$ cat src/logic/sfspi_pkg.sv
`default_nettype none
package sfspi_pkg;

  localparam int          BYTE_W       = 8;
  localparam int          IO_W         = 4;
  localparam int          FIFO_DEPTH   = 16;
  localparam int          PAGE_BYTES   = 256;
  localparam int          PAGE_COUNT   = 65536;
  localparam int          PAGE_W       = 16;
  localparam int          ADDR_BYTES   = 3;

  // Byte position within a frame: instruction, three address bytes, data
  localparam logic [8:0]  IDX_CMD      = 9'h000;
  localparam logic [8:0]  IDX_ADDR_END = 9'h003;
  localparam logic [8:0]  IDX_DATA0    = 9'h004;
  localparam logic [8:0]  IDX_LIMIT    = 9'h104;
  localparam logic [8:0]  IDX_RST      = 9'h000;

  localparam logic [2:0]  BIT_FIRST    = 3'h0;
  localparam logic [2:0]  BIT_LAST     = 3'h7;
  localparam logic [3:0]  BITS_NONE    = 4'h0;
  localparam logic [3:0]  BITS_BYTE    = 4'h8;
  localparam logic [3:0]  STEP_SINGLE  = 4'h1;
  localparam logic [3:0]  STEP_DUAL    = 4'h2;
  localparam logic [3:0]  STEP_QUAD    = 4'h4;

  localparam logic [7:0]  BYTE_RST     = 8'h00;
  localparam logic [3:0]  IO_RST       = 4'h0;
  localparam logic [23:0] ADDR_RST     = 24'h000000;

  typedef enum logic [1:0] {
    SFSPI_WIDTH_SINGLE,
    SFSPI_WIDTH_DUAL,
    SFSPI_WIDTH_QUAD
  } sfspi_width_e;

  typedef enum logic [1:0] {
    SFSPI_KIND_CMD,
    SFSPI_KIND_ADDR,
    SFSPI_KIND_DATA
  } sfspi_kind_e;

  typedef enum logic [1:0] {
    SFSPI_PWR_STANDBY,
    SFSPI_PWR_BUSY,
    SFSPI_PWR_ACTIVE
  } sfspi_power_e;

  typedef struct packed {
    sfspi_kind_e       kind;
    logic [BYTE_W-1:0] data;
  } sfspi_rx_byte_s;

  typedef struct packed {
    logic [PAGE_W-1:0] page;
    logic [BYTE_W-1:0] offset;
  } sfspi_addr_s;

  typedef struct packed {
    logic            cs_n;
    logic            sck;
    logic [IO_W-1:0] io;
  } sfspi_pins_s;

  // Chip select settles low in reset so a select held through reset
  // produces no falling edge; hold and protect settle at their idle high
  localparam sfspi_pins_s PINS_RST = '{cs_n: 1'b0, sck: 1'b0, io: 4'hc};

  localparam int RX_W = $bits(sfspi_rx_byte_s);

endpackage : sfspi_pkg
`default_nettype wire
$ cat src/logic/sfspi_front_end.sv
// Overview of operation
// - Chip select high: all data outputs released
// - Deselected and idle: standby power mode
// - Chip select low: active mode, ready
// - Ignore traffic until a chip select fall
// - Sample input bits on clock rising edges
// - Update output bits on clock falling edges
// - Single-bit input arrives only on line zero
// - Dual/quad reads: line zero becomes output
// - Ignore input line while deselected
// - Line one driven only when selected, returning
// - Dual read: line one plus zero, two bits
// - Clock idling low or high both work
// - At most 256 data bytes per program
// - Address splits into page and byte
// - Hold enters and leaves only with clock low
// - Deselect during hold resets interface logic
// - Quad pins enable turns protect into data
`timescale 1ns/10ps
`default_nettype none

module sfspi_fifo #(
  parameter int WIDTH = 8,
  parameter int DEPTH = 16
) (
  input  wire logic             clk_sys_in,
  input  wire logic             reset_in,
  input  wire logic             in_valid_in,
  output logic                  in_ready_out,
  input  wire logic [WIDTH-1:0] in_data_in,
  output logic                  out_valid_out,
  input  wire logic             out_ready_in,
  output logic      [WIDTH-1:0] out_data_out
);

  localparam int PTR_W = $clog2(DEPTH);

  logic [WIDTH-1:0] mem_reg [DEPTH];
  logic [PTR_W:0]   wr_ptr_reg;
  logic [PTR_W:0]   rd_ptr_reg;
  logic             push;
  logic             pop;
  logic             full;
  logic             empty;

  assign full  = (wr_ptr_reg[PTR_W] != rd_ptr_reg[PTR_W]) &&
                 (wr_ptr_reg[PTR_W-1:0] == rd_ptr_reg[PTR_W-1:0]);
  assign empty = (wr_ptr_reg == rd_ptr_reg);
  assign push  = in_valid_in & ~full;
  assign pop   = out_ready_in & ~empty;

  assign in_ready_out  = ~full;
  assign out_valid_out = ~empty;
  assign out_data_out  = mem_reg[rd_ptr_reg[PTR_W-1:0]];

  always_ff @(posedge clk_sys_in) begin
    if (push) begin
      mem_reg[wr_ptr_reg[PTR_W-1:0]] <= in_data_in;
    end
  end

  always_ff @(posedge clk_sys_in) begin
    if (reset_in) begin
      wr_ptr_reg <= '0;
    end else if (push) begin
      wr_ptr_reg <= wr_ptr_reg + 1'b1;
    end
  end

  always_ff @(posedge clk_sys_in) begin
    if (reset_in) begin
      rd_ptr_reg <= '0;
    end else if (pop) begin
      rd_ptr_reg <= rd_ptr_reg + 1'b1;
    end
  end

endmodule : sfspi_fifo

module sfspi_front_end (
  input  wire logic                       clk_sys_in,
  input  wire logic                       reset_in,
  input  wire logic                       cs_n_in,
  input  wire logic                       sck_in,
  input  wire logic [sfspi_pkg::IO_W-1:0] io_in,
  output logic      [sfspi_pkg::IO_W-1:0] io_out,
  output logic      [sfspi_pkg::IO_W-1:0] io_oe_out,
  input  wire logic                       busy_in,
  input  wire logic                       quad_pins_enable_in,
  output logic                            wp_n_out,
  output sfspi_pkg::sfspi_power_e         power_state_out,
  output logic                            selected_out,
  output logic                            held_out,
  output logic                            rx_valid_out,
  input  wire logic                       rx_ready_in,
  output sfspi_pkg::sfspi_rx_byte_s       rx_byte_out,
  output logic                            rx_dropped_out,
  output sfspi_pkg::sfspi_addr_s          addr_out,
  output logic                            addr_valid_out,
  input  wire logic                       tx_enable_in,
  input  wire sfspi_pkg::sfspi_width_e    tx_width_in,
  input  wire logic                       tx_valid_in,
  output logic                            tx_ready_out,
  input  wire logic [sfspi_pkg::BYTE_W-1:0] tx_data_in,
  output logic                            tx_underrun_out
);

  sfspi_pkg::sfspi_pins_s    pins_in;
  sfspi_pkg::sfspi_pins_s    sync1_reg;
  sfspi_pkg::sfspi_pins_s    sync2_reg;
  sfspi_pkg::sfspi_pins_s    prev_reg;
  logic                      frame_reg;
  logic                      held_reg;
  logic                      sck_rise;
  logic                      sck_fall;
  logic                      cs_fall;
  logic                      hold_n_now;
  logic                      hold_n_prev;
  logic                      live;
  logic [2:0]                bit_cnt_reg;
  logic [6:0]                rx_shift_reg;
  logic [8:0]                byte_idx_reg;
  logic                      rx_sample;
  logic                      byte_done;
  logic [7:0]                rx_byte_next;
  sfspi_pkg::sfspi_kind_e    rx_kind;
  sfspi_pkg::sfspi_rx_byte_s fifo_in;
  logic                      fifo_push;
  logic                      fifo_in_ready;
  logic                      dropped_reg;
  logic [23:0]               addr_reg;
  logic                      addr_valid_reg;
  sfspi_pkg::sfspi_width_e   tx_width_reg;
  logic [7:0]                tx_shift_reg;
  logic [3:0]                tx_left_reg;
  logic [3:0]                io_out_reg;
  logic                      tx_mode;
  logic                      tx_load;
  logic [7:0]                tx_src;
  logic                      underrun_reg;
  logic                      wp_n_reg;
  sfspi_pkg::sfspi_power_e   power_reg;

  function automatic logic [3:0] width_step(sfspi_pkg::sfspi_width_e w);
    unique case (w)
      sfspi_pkg::SFSPI_WIDTH_SINGLE: width_step = sfspi_pkg::STEP_SINGLE;
      sfspi_pkg::SFSPI_WIDTH_DUAL:   width_step = sfspi_pkg::STEP_DUAL;
      sfspi_pkg::SFSPI_WIDTH_QUAD:   width_step = sfspi_pkg::STEP_QUAD;
      default:                       width_step = sfspi_pkg::STEP_SINGLE;
    endcase
  endfunction : width_step

  // Top bits of the byte onto the lines, most significant first
  function automatic logic [3:0] pin_bits(logic [7:0] v,
                                          sfspi_pkg::sfspi_width_e w);
    unique case (w)
      sfspi_pkg::SFSPI_WIDTH_DUAL: pin_bits = {2'h0, v[7], v[6]};
      sfspi_pkg::SFSPI_WIDTH_QUAD: pin_bits = v[7:4];
      default:                     pin_bits = {2'h0, v[7], 1'b0};
    endcase
  endfunction : pin_bits

  assign pins_in = '{cs_n: cs_n_in, sck: sck_in, io: io_in};

  // Two-stage synchroniser for every pin, then an edge-detect stage
  always_ff @(posedge clk_sys_in) begin
    if (reset_in) begin
      sync1_reg <= sfspi_pkg::PINS_RST;
      sync2_reg <= sfspi_pkg::PINS_RST;
      prev_reg  <= sfspi_pkg::PINS_RST;
    end else begin
      sync1_reg <= pins_in;
      sync2_reg <= sync1_reg;
      prev_reg  <= sync2_reg;
    end
  end

  // Edges of the clock pin, valid for either idle level, and the select fall
  assign sck_rise = sync2_reg.sck & ~prev_reg.sck;
  assign sck_fall = ~sync2_reg.sck & prev_reg.sck;
  assign cs_fall  = ~sync2_reg.cs_n & prev_reg.cs_n;

  assign hold_n_now  = quad_pins_enable_in | sync2_reg.io[3];
  assign hold_n_prev = quad_pins_enable_in | prev_reg.io[3];

  always_ff @(posedge clk_sys_in) begin
    if (reset_in) begin
      frame_reg <= 1'b0;
    end else if (sync2_reg.cs_n) begin
      frame_reg <= 1'b0;
    end else if (cs_fall) begin
      frame_reg <= 1'b1;
    end
  end

  always_ff @(posedge clk_sys_in) begin
    if (reset_in || sync2_reg.cs_n) begin
      held_reg <= 1'b0;
    end else if (frame_reg && !held_reg && !hold_n_now && hold_n_prev &&
                 !sync2_reg.sck) begin
      held_reg <= 1'b1;
    end else if (held_reg && hold_n_now && !hold_n_prev &&
                 !sync2_reg.sck) begin
      held_reg <= 1'b0;
    end
  end

  assign live = frame_reg & ~held_reg;

  // Receive path: one bit per rising edge on line zero
  assign rx_sample    = live & sck_rise & ~io_oe_out[0];
  assign byte_done    = rx_sample && (bit_cnt_reg == sfspi_pkg::BIT_LAST);
  assign rx_byte_next = {rx_shift_reg, sync2_reg.io[0]};

  always_comb begin
    if (byte_idx_reg == sfspi_pkg::IDX_CMD) begin
      rx_kind = sfspi_pkg::SFSPI_KIND_CMD;
    end else if (byte_idx_reg < sfspi_pkg::IDX_DATA0) begin
      rx_kind = sfspi_pkg::SFSPI_KIND_ADDR;
    end else begin
      rx_kind = sfspi_pkg::SFSPI_KIND_DATA;
    end
  end

  always_ff @(posedge clk_sys_in) begin
    if (reset_in || !frame_reg) begin
      bit_cnt_reg  <= sfspi_pkg::BIT_FIRST;
      rx_shift_reg <= 7'h00;
    end else if (rx_sample) begin
      bit_cnt_reg  <= bit_cnt_reg + 3'h1;
      rx_shift_reg <= rx_byte_next[6:0];
    end
  end

  always_ff @(posedge clk_sys_in) begin
    if (reset_in || !frame_reg) begin
      byte_idx_reg <= sfspi_pkg::IDX_RST;
    end else if (byte_done && byte_idx_reg != sfspi_pkg::IDX_LIMIT) begin
      byte_idx_reg <= byte_idx_reg + 9'h001;
    end
  end

  // Data beyond one page of program data is not passed on
  assign fifo_push = byte_done && (byte_idx_reg < sfspi_pkg::IDX_LIMIT);
  assign fifo_in   = '{kind: rx_kind, data: rx_byte_next};

  always_ff @(posedge clk_sys_in) begin
    if (reset_in) begin
      dropped_reg <= 1'b0;
    end else if (byte_done && (!fifo_in_ready ||
                 byte_idx_reg >= sfspi_pkg::IDX_LIMIT)) begin
      dropped_reg <= 1'b1;
    end else if (cs_fall) begin
      dropped_reg <= 1'b0;
    end
  end

  sfspi_fifo #(
    .WIDTH (sfspi_pkg::RX_W),
    .DEPTH (sfspi_pkg::FIFO_DEPTH)
  ) u_rx_fifo (
    .clk_sys_in    (clk_sys_in),
    .reset_in      (reset_in),
    .in_valid_in   (fifo_push),
    .in_ready_out  (fifo_in_ready),
    .in_data_in    (fifo_in),
    .out_valid_out (rx_valid_out),
    .out_ready_in  (rx_ready_in),
    .out_data_out  (rx_byte_out)
  );

  // Three address bytes: page number high, byte within page low
  always_ff @(posedge clk_sys_in) begin
    if (reset_in || !frame_reg) begin
      addr_reg       <= sfspi_pkg::ADDR_RST;
      addr_valid_reg <= 1'b0;
    end else if (byte_done && rx_kind == sfspi_pkg::SFSPI_KIND_ADDR) begin
      addr_reg       <= {addr_reg[15:0], rx_byte_next};
      addr_valid_reg <= (byte_idx_reg == sfspi_pkg::IDX_ADDR_END);
    end
  end

  // Transmit path: lines change only on falling edges
  assign tx_mode      = frame_reg & tx_enable_in;
  assign tx_load      = live & sck_fall & tx_enable_in &
                        (tx_left_reg == sfspi_pkg::BITS_NONE);
  assign tx_ready_out = tx_load;
  assign tx_src       = tx_valid_in ? tx_data_in : sfspi_pkg::BYTE_RST;

  always_ff @(posedge clk_sys_in) begin
    if (reset_in || !tx_mode) begin
      tx_width_reg <= sfspi_pkg::SFSPI_WIDTH_SINGLE;
      tx_shift_reg <= sfspi_pkg::BYTE_RST;
      tx_left_reg  <= sfspi_pkg::BITS_NONE;
      io_out_reg   <= sfspi_pkg::IO_RST;
    end else if (tx_load) begin
      tx_width_reg <= tx_width_in;
      io_out_reg   <= pin_bits(tx_src, tx_width_in);
      tx_shift_reg <= tx_src << width_step(tx_width_in);
      tx_left_reg  <= sfspi_pkg::BITS_BYTE - width_step(tx_width_in);
    end else if (live && sck_fall) begin
      io_out_reg   <= pin_bits(tx_shift_reg, tx_width_reg);
      tx_shift_reg <= tx_shift_reg << width_step(tx_width_reg);
      tx_left_reg  <= tx_left_reg - width_step(tx_width_reg);
    end
  end

  always_ff @(posedge clk_sys_in) begin
    if (reset_in) begin
      underrun_reg <= 1'b0;
    end else if (tx_load && !tx_valid_in) begin
      underrun_reg <= 1'b1;
    end else if (cs_fall) begin
      underrun_reg <= 1'b0;
    end
  end

  assign io_out       = io_out_reg;
  assign io_oe_out[1] = tx_mode;
  assign io_oe_out[0] = tx_mode &&
                        tx_width_reg != sfspi_pkg::SFSPI_WIDTH_SINGLE;
  assign io_oe_out[2] = tx_mode && quad_pins_enable_in &&
                        tx_width_reg == sfspi_pkg::SFSPI_WIDTH_QUAD;
  assign io_oe_out[3] = io_oe_out[2];

  // Protect level only counts while the line is not a data line
  always_ff @(posedge clk_sys_in) begin
    if (reset_in) begin
      wp_n_reg <= 1'b1;
    end else begin
      wp_n_reg <= quad_pins_enable_in | sync2_reg.io[2];
    end
  end

  always_ff @(posedge clk_sys_in) begin
    if (reset_in) begin
      power_reg <= sfspi_pkg::SFSPI_PWR_STANDBY;
    end else if (frame_reg) begin
      power_reg <= sfspi_pkg::SFSPI_PWR_ACTIVE;
    end else if (busy_in) begin
      power_reg <= sfspi_pkg::SFSPI_PWR_BUSY;
    end else begin
      power_reg <= sfspi_pkg::SFSPI_PWR_STANDBY;
    end
  end

  assign wp_n_out        = wp_n_reg;
  assign power_state_out = power_reg;
  assign selected_out    = frame_reg;
  assign held_out        = held_reg;
  assign rx_dropped_out  = dropped_reg;
  assign addr_out        = addr_reg;
  assign addr_valid_out  = addr_valid_reg;
  assign tx_underrun_out = underrun_reg;

endmodule : sfspi_front_end
`default_nettype wire

$ cat config.mk
export PLATFORM = sky130hd
export DESIGN_NAME = sfspi_front_end
export DESIGN_NICKNAME = d
export VERILOG_FILES = /design/src/logic/sfspi_pkg.sv /design/src/logic/sfspi_front_end.sv
export SDC_FILE = /design/constraint.sdc
export NUM_CORES = 1
export LEC_CHECK = 0
export ABC_AREA = 1
export BUFFER_PORTS_ARGS = -buffer_cell sky130_fd_sc_hd__buf_2
export CAP_MARGIN = 20
export CELL_PAD_IN_SITES_DETAIL_PLACEMENT = 0
export CELL_PAD_IN_SITES_GLOBAL_PLACEMENT = 1
export CORE_ASPECT_RATIO = 0.75
export CORE_MARGIN = 8
export CORE_UTILIZATION = 35
export DETAILED_ROUTE_END_ITERATION = 6
export MAX_ROUTING_LAYER = met4
export PLACE_DENSITY = 0.65
export REMOVE_ABC_BUFFERS = 1
export SYNTH_ARGS = -nofsm -noshare
export SYNTH_HDL_FRONTEND = slang
export SYNTH_SLANG_ARGS = --single-unit
$ cat constraint.sdc
create_clock -name clk_sys_in -period 2.2 [get_ports clk_sys_in]
set_input_delay 0.22 -clock clk_sys_in [delete_from_list [all_inputs] [get_ports clk_sys_in]]
set_output_delay 0.22 -clock clk_sys_in [all_outputs]
set_load 0.005 [all_outputs]
After elaboration in Yosys (flattened, before gate mapping)
Memory sizes are Yosys's and may differ from the RTL's. A register that Yosys moved wholly into a read port is not among the register bits.
Cells that the tools add are included.
{ "word_totals": {"elab_cells": 139, "register_bits": 97, "n_memories": 1, "ramBits": 160, "inputBits": 23, "rom_bits": 0, "output_inout_bits": 52, "latch_bits": 0} }
{ "classes": {"multipliers": 0, "bitwise_logic": 22, "div_mod_pow": 0, "n_eq_ne": 11, "n_lt_le_gt_ge": 3, "mux": 29, "reduce_logical": 38, "n_addsub": 6, "shifts": 2} }
{ "memory_table": {"columns": ["memory", "words", "width", "read_ports", "rd_clocked_by_memory_dff", "write_ports", "line", "text"], "rows": [
  ["u_rx_fifo.mem_reg", 16, 10, 1, 1, 1, "sfspi_front_end.sv:38", "logic [WIDTH-1:0] mem_reg [DEPTH];"]
]} }
{ "ops": {"columns": ["op", "count"], "rows": [
  ["two-way mux 4 bit", 11],
  ["two-way mux 8 bit", 3],
  ["logical AND 1 bit", 18],
  ["case mux 4 bit (2 select lines)", 2],
  ["<< shifter 8 x 4 -> 8 bit", 2],
  ["bitwise AND 1 bit", 12],
  ["case mux 3 bit (2 select lines)", 2],
  ["adder 5 x 1 -> 5 bit (second input constant)", 2],
  ["nonzero test 2 bit", 5],
  ["adder 9 x 1 -> 9 bit (second input constant)", 1],
  ["== test 9 x 2 -> 1 bit (second input constant)", 1],
  ["greater-or-equal comparator 9 bit (second input constant)", 1],
  ["zero test 9 bit", 1],
  ["< comparator 9 x 3 -> 1 bit (second input constant)", 1],
  ["< comparator 9 bit (second input constant)", 1],
  ["inequality test 9 bit (second input constant)", 1],
  ["two-way mux 1 bit", 8],
  ["zero test 1 bit", 7],
  ["NOT 1 bit", 7],
  ["== test 2 x 1 -> 1 bit (second input constant)", 3],
  ["two-way mux 2 bit", 3],
  ["== test 5 bit", 1],
  ["== test 2 bit (second input constant)", 2],
  ["== test 4 bit", 1],
  ["9 further kinds", 15]
]} }

Logic depth before layout (Yosys ltp)
{ "logic_depth": {"depth_word": 10, "mapped_depth": 13, "mapped_depth_nobuf": 11} }

Modules after synthesis
A second synthesis with hierarchy kept.
{ "unflattened": {"cells_unflattened": 1261, "area_unflattened_um2": 11449.7} }
{ "modules_own_cells": {"columns": ["module", "seq_area_each_um2", "area_per_inst_um2", "n_inst", "cells_each"], "rows": [
  ["sfspi_fifo", 5084.9, 7304.5, 1, 637],
  ["sfspi_front_end", 1641.6, 4145.2, 1, 624]
]} }

Least setup slack after synthesis
No wires, ideal clock.
{ "synth_path": {"kind": "register to register", "startpoint": "register frame_reg (netlist: selected_out)", "endpoint": "memory u_rx_fifo.mem_reg[4][0] (netlist bit) (enable)", "slack_ns": 0.113, "arrival_time_ns": 1.711, "path_buffers": 0, "path_stages_with_launch": 9, "period_less_slack_ns": 2.087, "setup_time_ns": 0.376, "required_time_ns": 1.824, "cell_sequence": "dfxtp_1 nand2_1 nor3_4 nand3_4 nor2_4 nand2_2 clkinv_2 nand2_2 nor2_1"} }
{ "synth_between": {"elab_chain_len": 9, "elab_cells_between_ends": 11, "cone_classes": "mux (2); bitwise (6); reduce/logical (3)"} }
{ "synth_rtl": {"columns": ["item", "line", "text"], "rows": [
  ["start, declared", "sfspi_front_end.sv:112", "logic frame_reg;"],
  ["start signal, assigned", "sfspi_front_end.sv:188", "frame_reg <= 1'b0;"],
  ["start signal, assigned", "sfspi_front_end.sv:190", "frame_reg <= 1'b0;"],
  ["start signal, assigned", "sfspi_front_end.sv:192", "frame_reg <= 1'b1;"],
  ["bitwise AND 1 bit", "sfspi_front_end.sv:284", "assign tx_mode = frame_reg & tx_enable_in;"],
  ["logical AND 1 bit", "sfspi_front_end.sv:320", "assign io_oe_out[0] = tx_mode &&"],
  ["NOT 1 bit", "sfspi_front_end.sv:211", "assign rx_sample = live & sck_rise & ~io_oe_out[0];"],
  ["bitwise AND 1 bit *", "sfspi_front_end.sv:211", null],
  ["logical AND 1 bit *", "sfspi_front_end.sv:212", "assign byte_done = rx_sample && (bit_cnt_reg == sfspi_pkg::BIT_LAST);"],
  ["logical AND 1 bit *", "sfspi_front_end.sv:244", "assign fifo_push = byte_done && (byte_idx_reg < sfspi_pkg::IDX_LIMIT);"],
  ["bitwise AND 1 bit *", "sfspi_front_end.sv:49", "assign push = in_valid_in & ~full;"],
  ["two-way mux 1 bit *", "sfspi_front_end.sv:57", "if (push) begin"],
  ["two-way mux 1 bit (not written as such) *", "sfspi_front_end.sv:58", "mem_reg[wr_ptr_reg[PTR_W-1:0]] <= in_data_in;"],
  ["end, declared", "sfspi_front_end.sv:38", null]
]} }
Every way passes the cells marked *; elsewhere a longest branch is shown, timed or not.

==> impl_metrics.json <==
{
  "status": "complete, but fails checks",
  "violations": "setup timing",
  "hold_violations": 0,
  "clockBufferDepth": 3,
  "cts_inserted_buffers": 27,
  "fp-row-count": 56,
  "leakage_nw": 5.46,
  "critPathMaxFanout": 32,
  "drtPass1Iterations": 5,
  "max_slew_margin": 0.503,
  "grt_max_degree": 41,
  "synth_cell_types": 38,
  "final_common_cell": "nor2_1",
  "cts_root_buf": "clkbuf_16",
  "placed_cell_area_mm2": 0.0123,
  "antenna_left": 0,
  "clk_latency_ps": 540,
  "synth_top_family_by_area": "simple AND/OR/NAND/NOR gates",
  "io_buffers": 73,
  "wirelength_um": 29200,
  "netlist_instances": 1131,
  "grtUsageTotal": 0.155,
  "whs_ps": 38.0,
  "required_ps": 1980,
  "antenna_found_initial": 0,
  "finalSetupViolCount": 8,
  "largest_reg_flops": 160,
  "finalCritPeriodShare": 1.06,
  "cp-end-kind": "output port",
  "grt_pass1_vias": 7793,
  "netlist_area_mm2": 0.0110,
  "dpl.hpwl_um": 18500,
  "drtIter0Drc": 717,
  "grt-ovfl-total": 0,
  "clock-sinks": 256,
  "grt_pass1_wl_um": 45500,
  "max_freq_ghz": 0.430,
  "rr_worst_depth": 8,
  "maxCapViolations": 0,
  "synthAdderAreaFrac": 0.0245,
  "reg2reg_from": "selected_out",
  "antennaDiodeCount": 0,
  "final_area_mm2": 0.0137,
  "rsz0062_at_grt": "yes",
  "holdPathStages": 2,
  "avgSynthCellArea_um2": 9.74,
  "yosysSeqAreaShare": 0.611,
  "r2r_end": "u_rx_fifo.mem_reg[10][6]",
  "cts_tree": "done",
  "final_util": 0.439,
  "n_fill_cell": 2985,
  "coreArea_mm2": 0.0311,
  "final_nets": 1321,
  "yosysWarnings": 0,
  "synth.ff_latch_count": 256,
  "die_x_um": 221,
  "drc": 0,
  "die-area_mm2": 0.0375,
  "h-tree-depth": 1,
  "synth-simple-area-share": 0.187,
  "period_needed_ps": 2330,
  "die_h_um": 170,
  "hold_path.class": "primary input to register",
  "place_congestion": 0.826,
  "drive_gt1_frac": 0.200,
  "vias": 8412,
  "synth_compound_area_frac": 0.115,
  "synth_xor_area_frac": 0.0143,
  "ir_worst_vdd_mv": 0.583,
  "clk_pin_slew_ps": 60,
  "cp-start-kind": "register",
  "skew_ps": 17.8,
  "tightestPinTransition_ps": 744,
  "r2r_setup_slack_ps": 180,
  "final_cell_mix": "229 x nor2_1, 160 x edfxtp_1, 122 x o21ai_0, 109 x nand2_1, 94 x dfxtp_1",
  "initial_core_util": 0.354,
  "io-pin-count": 75,
  "vias_per_cell": 4.94,
  "area_growth_pct": 24.0,
  "pre_cts_slack_ps": -102,
  "synth_mux_area_frac": 0,
  "crit_path_end": "rx_byte_out[8]",
  "p_per_area_mw_per_mm2": 728,
  "finalMaxSlewViolations": 0,
  "crit_arrival_ps": 2110,
  "wire_per_inst_um": 17.1,
  "setup_ws_ps": -128,
  "path_class": "register to output port"
}
## stage by stage
stage                     TNS, ps  total power, mW  cells
after floorplan             -6770             5.24   1074
after global placement       -852             5.33   1631
after detailed placement    -2590             5.33   1631
after CTS                    -505             10.1   1696
after global routing        -1550             10.3   1703
final                        -465             9.94   1703
## critical path, cell delays in order, from the launching register on
cell and delay [ps]:
dfxtp_4 370, buf_6 160, buf_16 180, o21ai_2 140, o21ai_1 70, o211ai_1 410
nand2_1 90, buf_2 140
## cell usage after synthesis, drive strengths merged
cell type / number / share of area
a21oi: 36 / 0.016
a221oi: 1 / 0.00080
a31oi: 1 / 0.00057
buf: 25 / 0.013
clkbuf: 32 / 0.011
clkinv: 7 / 0.0025
dfxtp: 96 / 0.17
edfxtp: 160 / 0.44
fa: 1 / 0.0018
ha: 20 / 0.023
inv: 63 / 0.022
nand2: 117 / 0.042
nand3: 82 / 0.038
nand3b: 2 / 0.0014
nand4: 13 / 0.0074
nor2: 249 / 0.088
nor3: 8 / 0.0047
nor3b: 1 / 0.00068
o211ai: 43 / 0.029
o21ai: 148 / 0.067
o31ai: 1 / 0.00068
or2: 7 / 0.0042
xnor2: 4 / 0.0032
xor2: 14 / 0.011
## worst min-delay path by stage
stage / from / end
after floorplan: reset_in / rx_dropped_out
after global placement: sync1_reg[5] / sync2_reg[5]
after detailed placement: sync1_reg[5] / sync2_reg[5]
after CTS: reset_in / sync1_reg[5]
after global routing: reset_in / sync2_reg[5]
final: reset_in / sync1_reg[4]
## cell families (layout without fill, tap and decap cells)
family / Yosys count / count (layout)
compound gates: 230 / 230
flops: 256 / 256
buf+inv: 127 / 293
fa+ha+maj: 21 / 21
xor+xnor: 18 / 18
simple gates: 479 / 479
## where the power goes
| group | switching [mW] | total (mW) | internal, mW |
|---|---|---|---|
| sequential | 0.00817 | 5.06 | 5.05 |
| combinational | 0.106 | 0.174 | 0.0682 |
| clock | 1.90 | 4.71 | 2.80 |
## metal layers
metal  track usage  vias up  routed length, µm
li1              -     4188                  -
met1         0.229     3984              15000
met2         0.222      207              12300
met3        0.0197       33               1340
met4        0.0342        0                503
met5             -        -                  0
## layout make-up
class,instances,area (µm²),area share
Inverter,70,282,0.0206
Clock buffer,34,722,0.0529
Sequential cell,256,6730,0.493
Tap cell,406,508,0.0372
Clock inverter,15,195,0.0143
Multi-Input combinational cell,748,3860,0.282
Timing Repair Buffer,174,1360,0.0997
## timing repair
item	4_1_cts	5_1_grt
resized for setup	33	26
setup buffers	1	5
setup endpoints to repair	50	16
gates cloned	5	2
hold buffers	10	0
pin swaps	7	15
endpoints found under the hold margin	10	0
No activity file was read; power rests on OpenSTA's default activity.
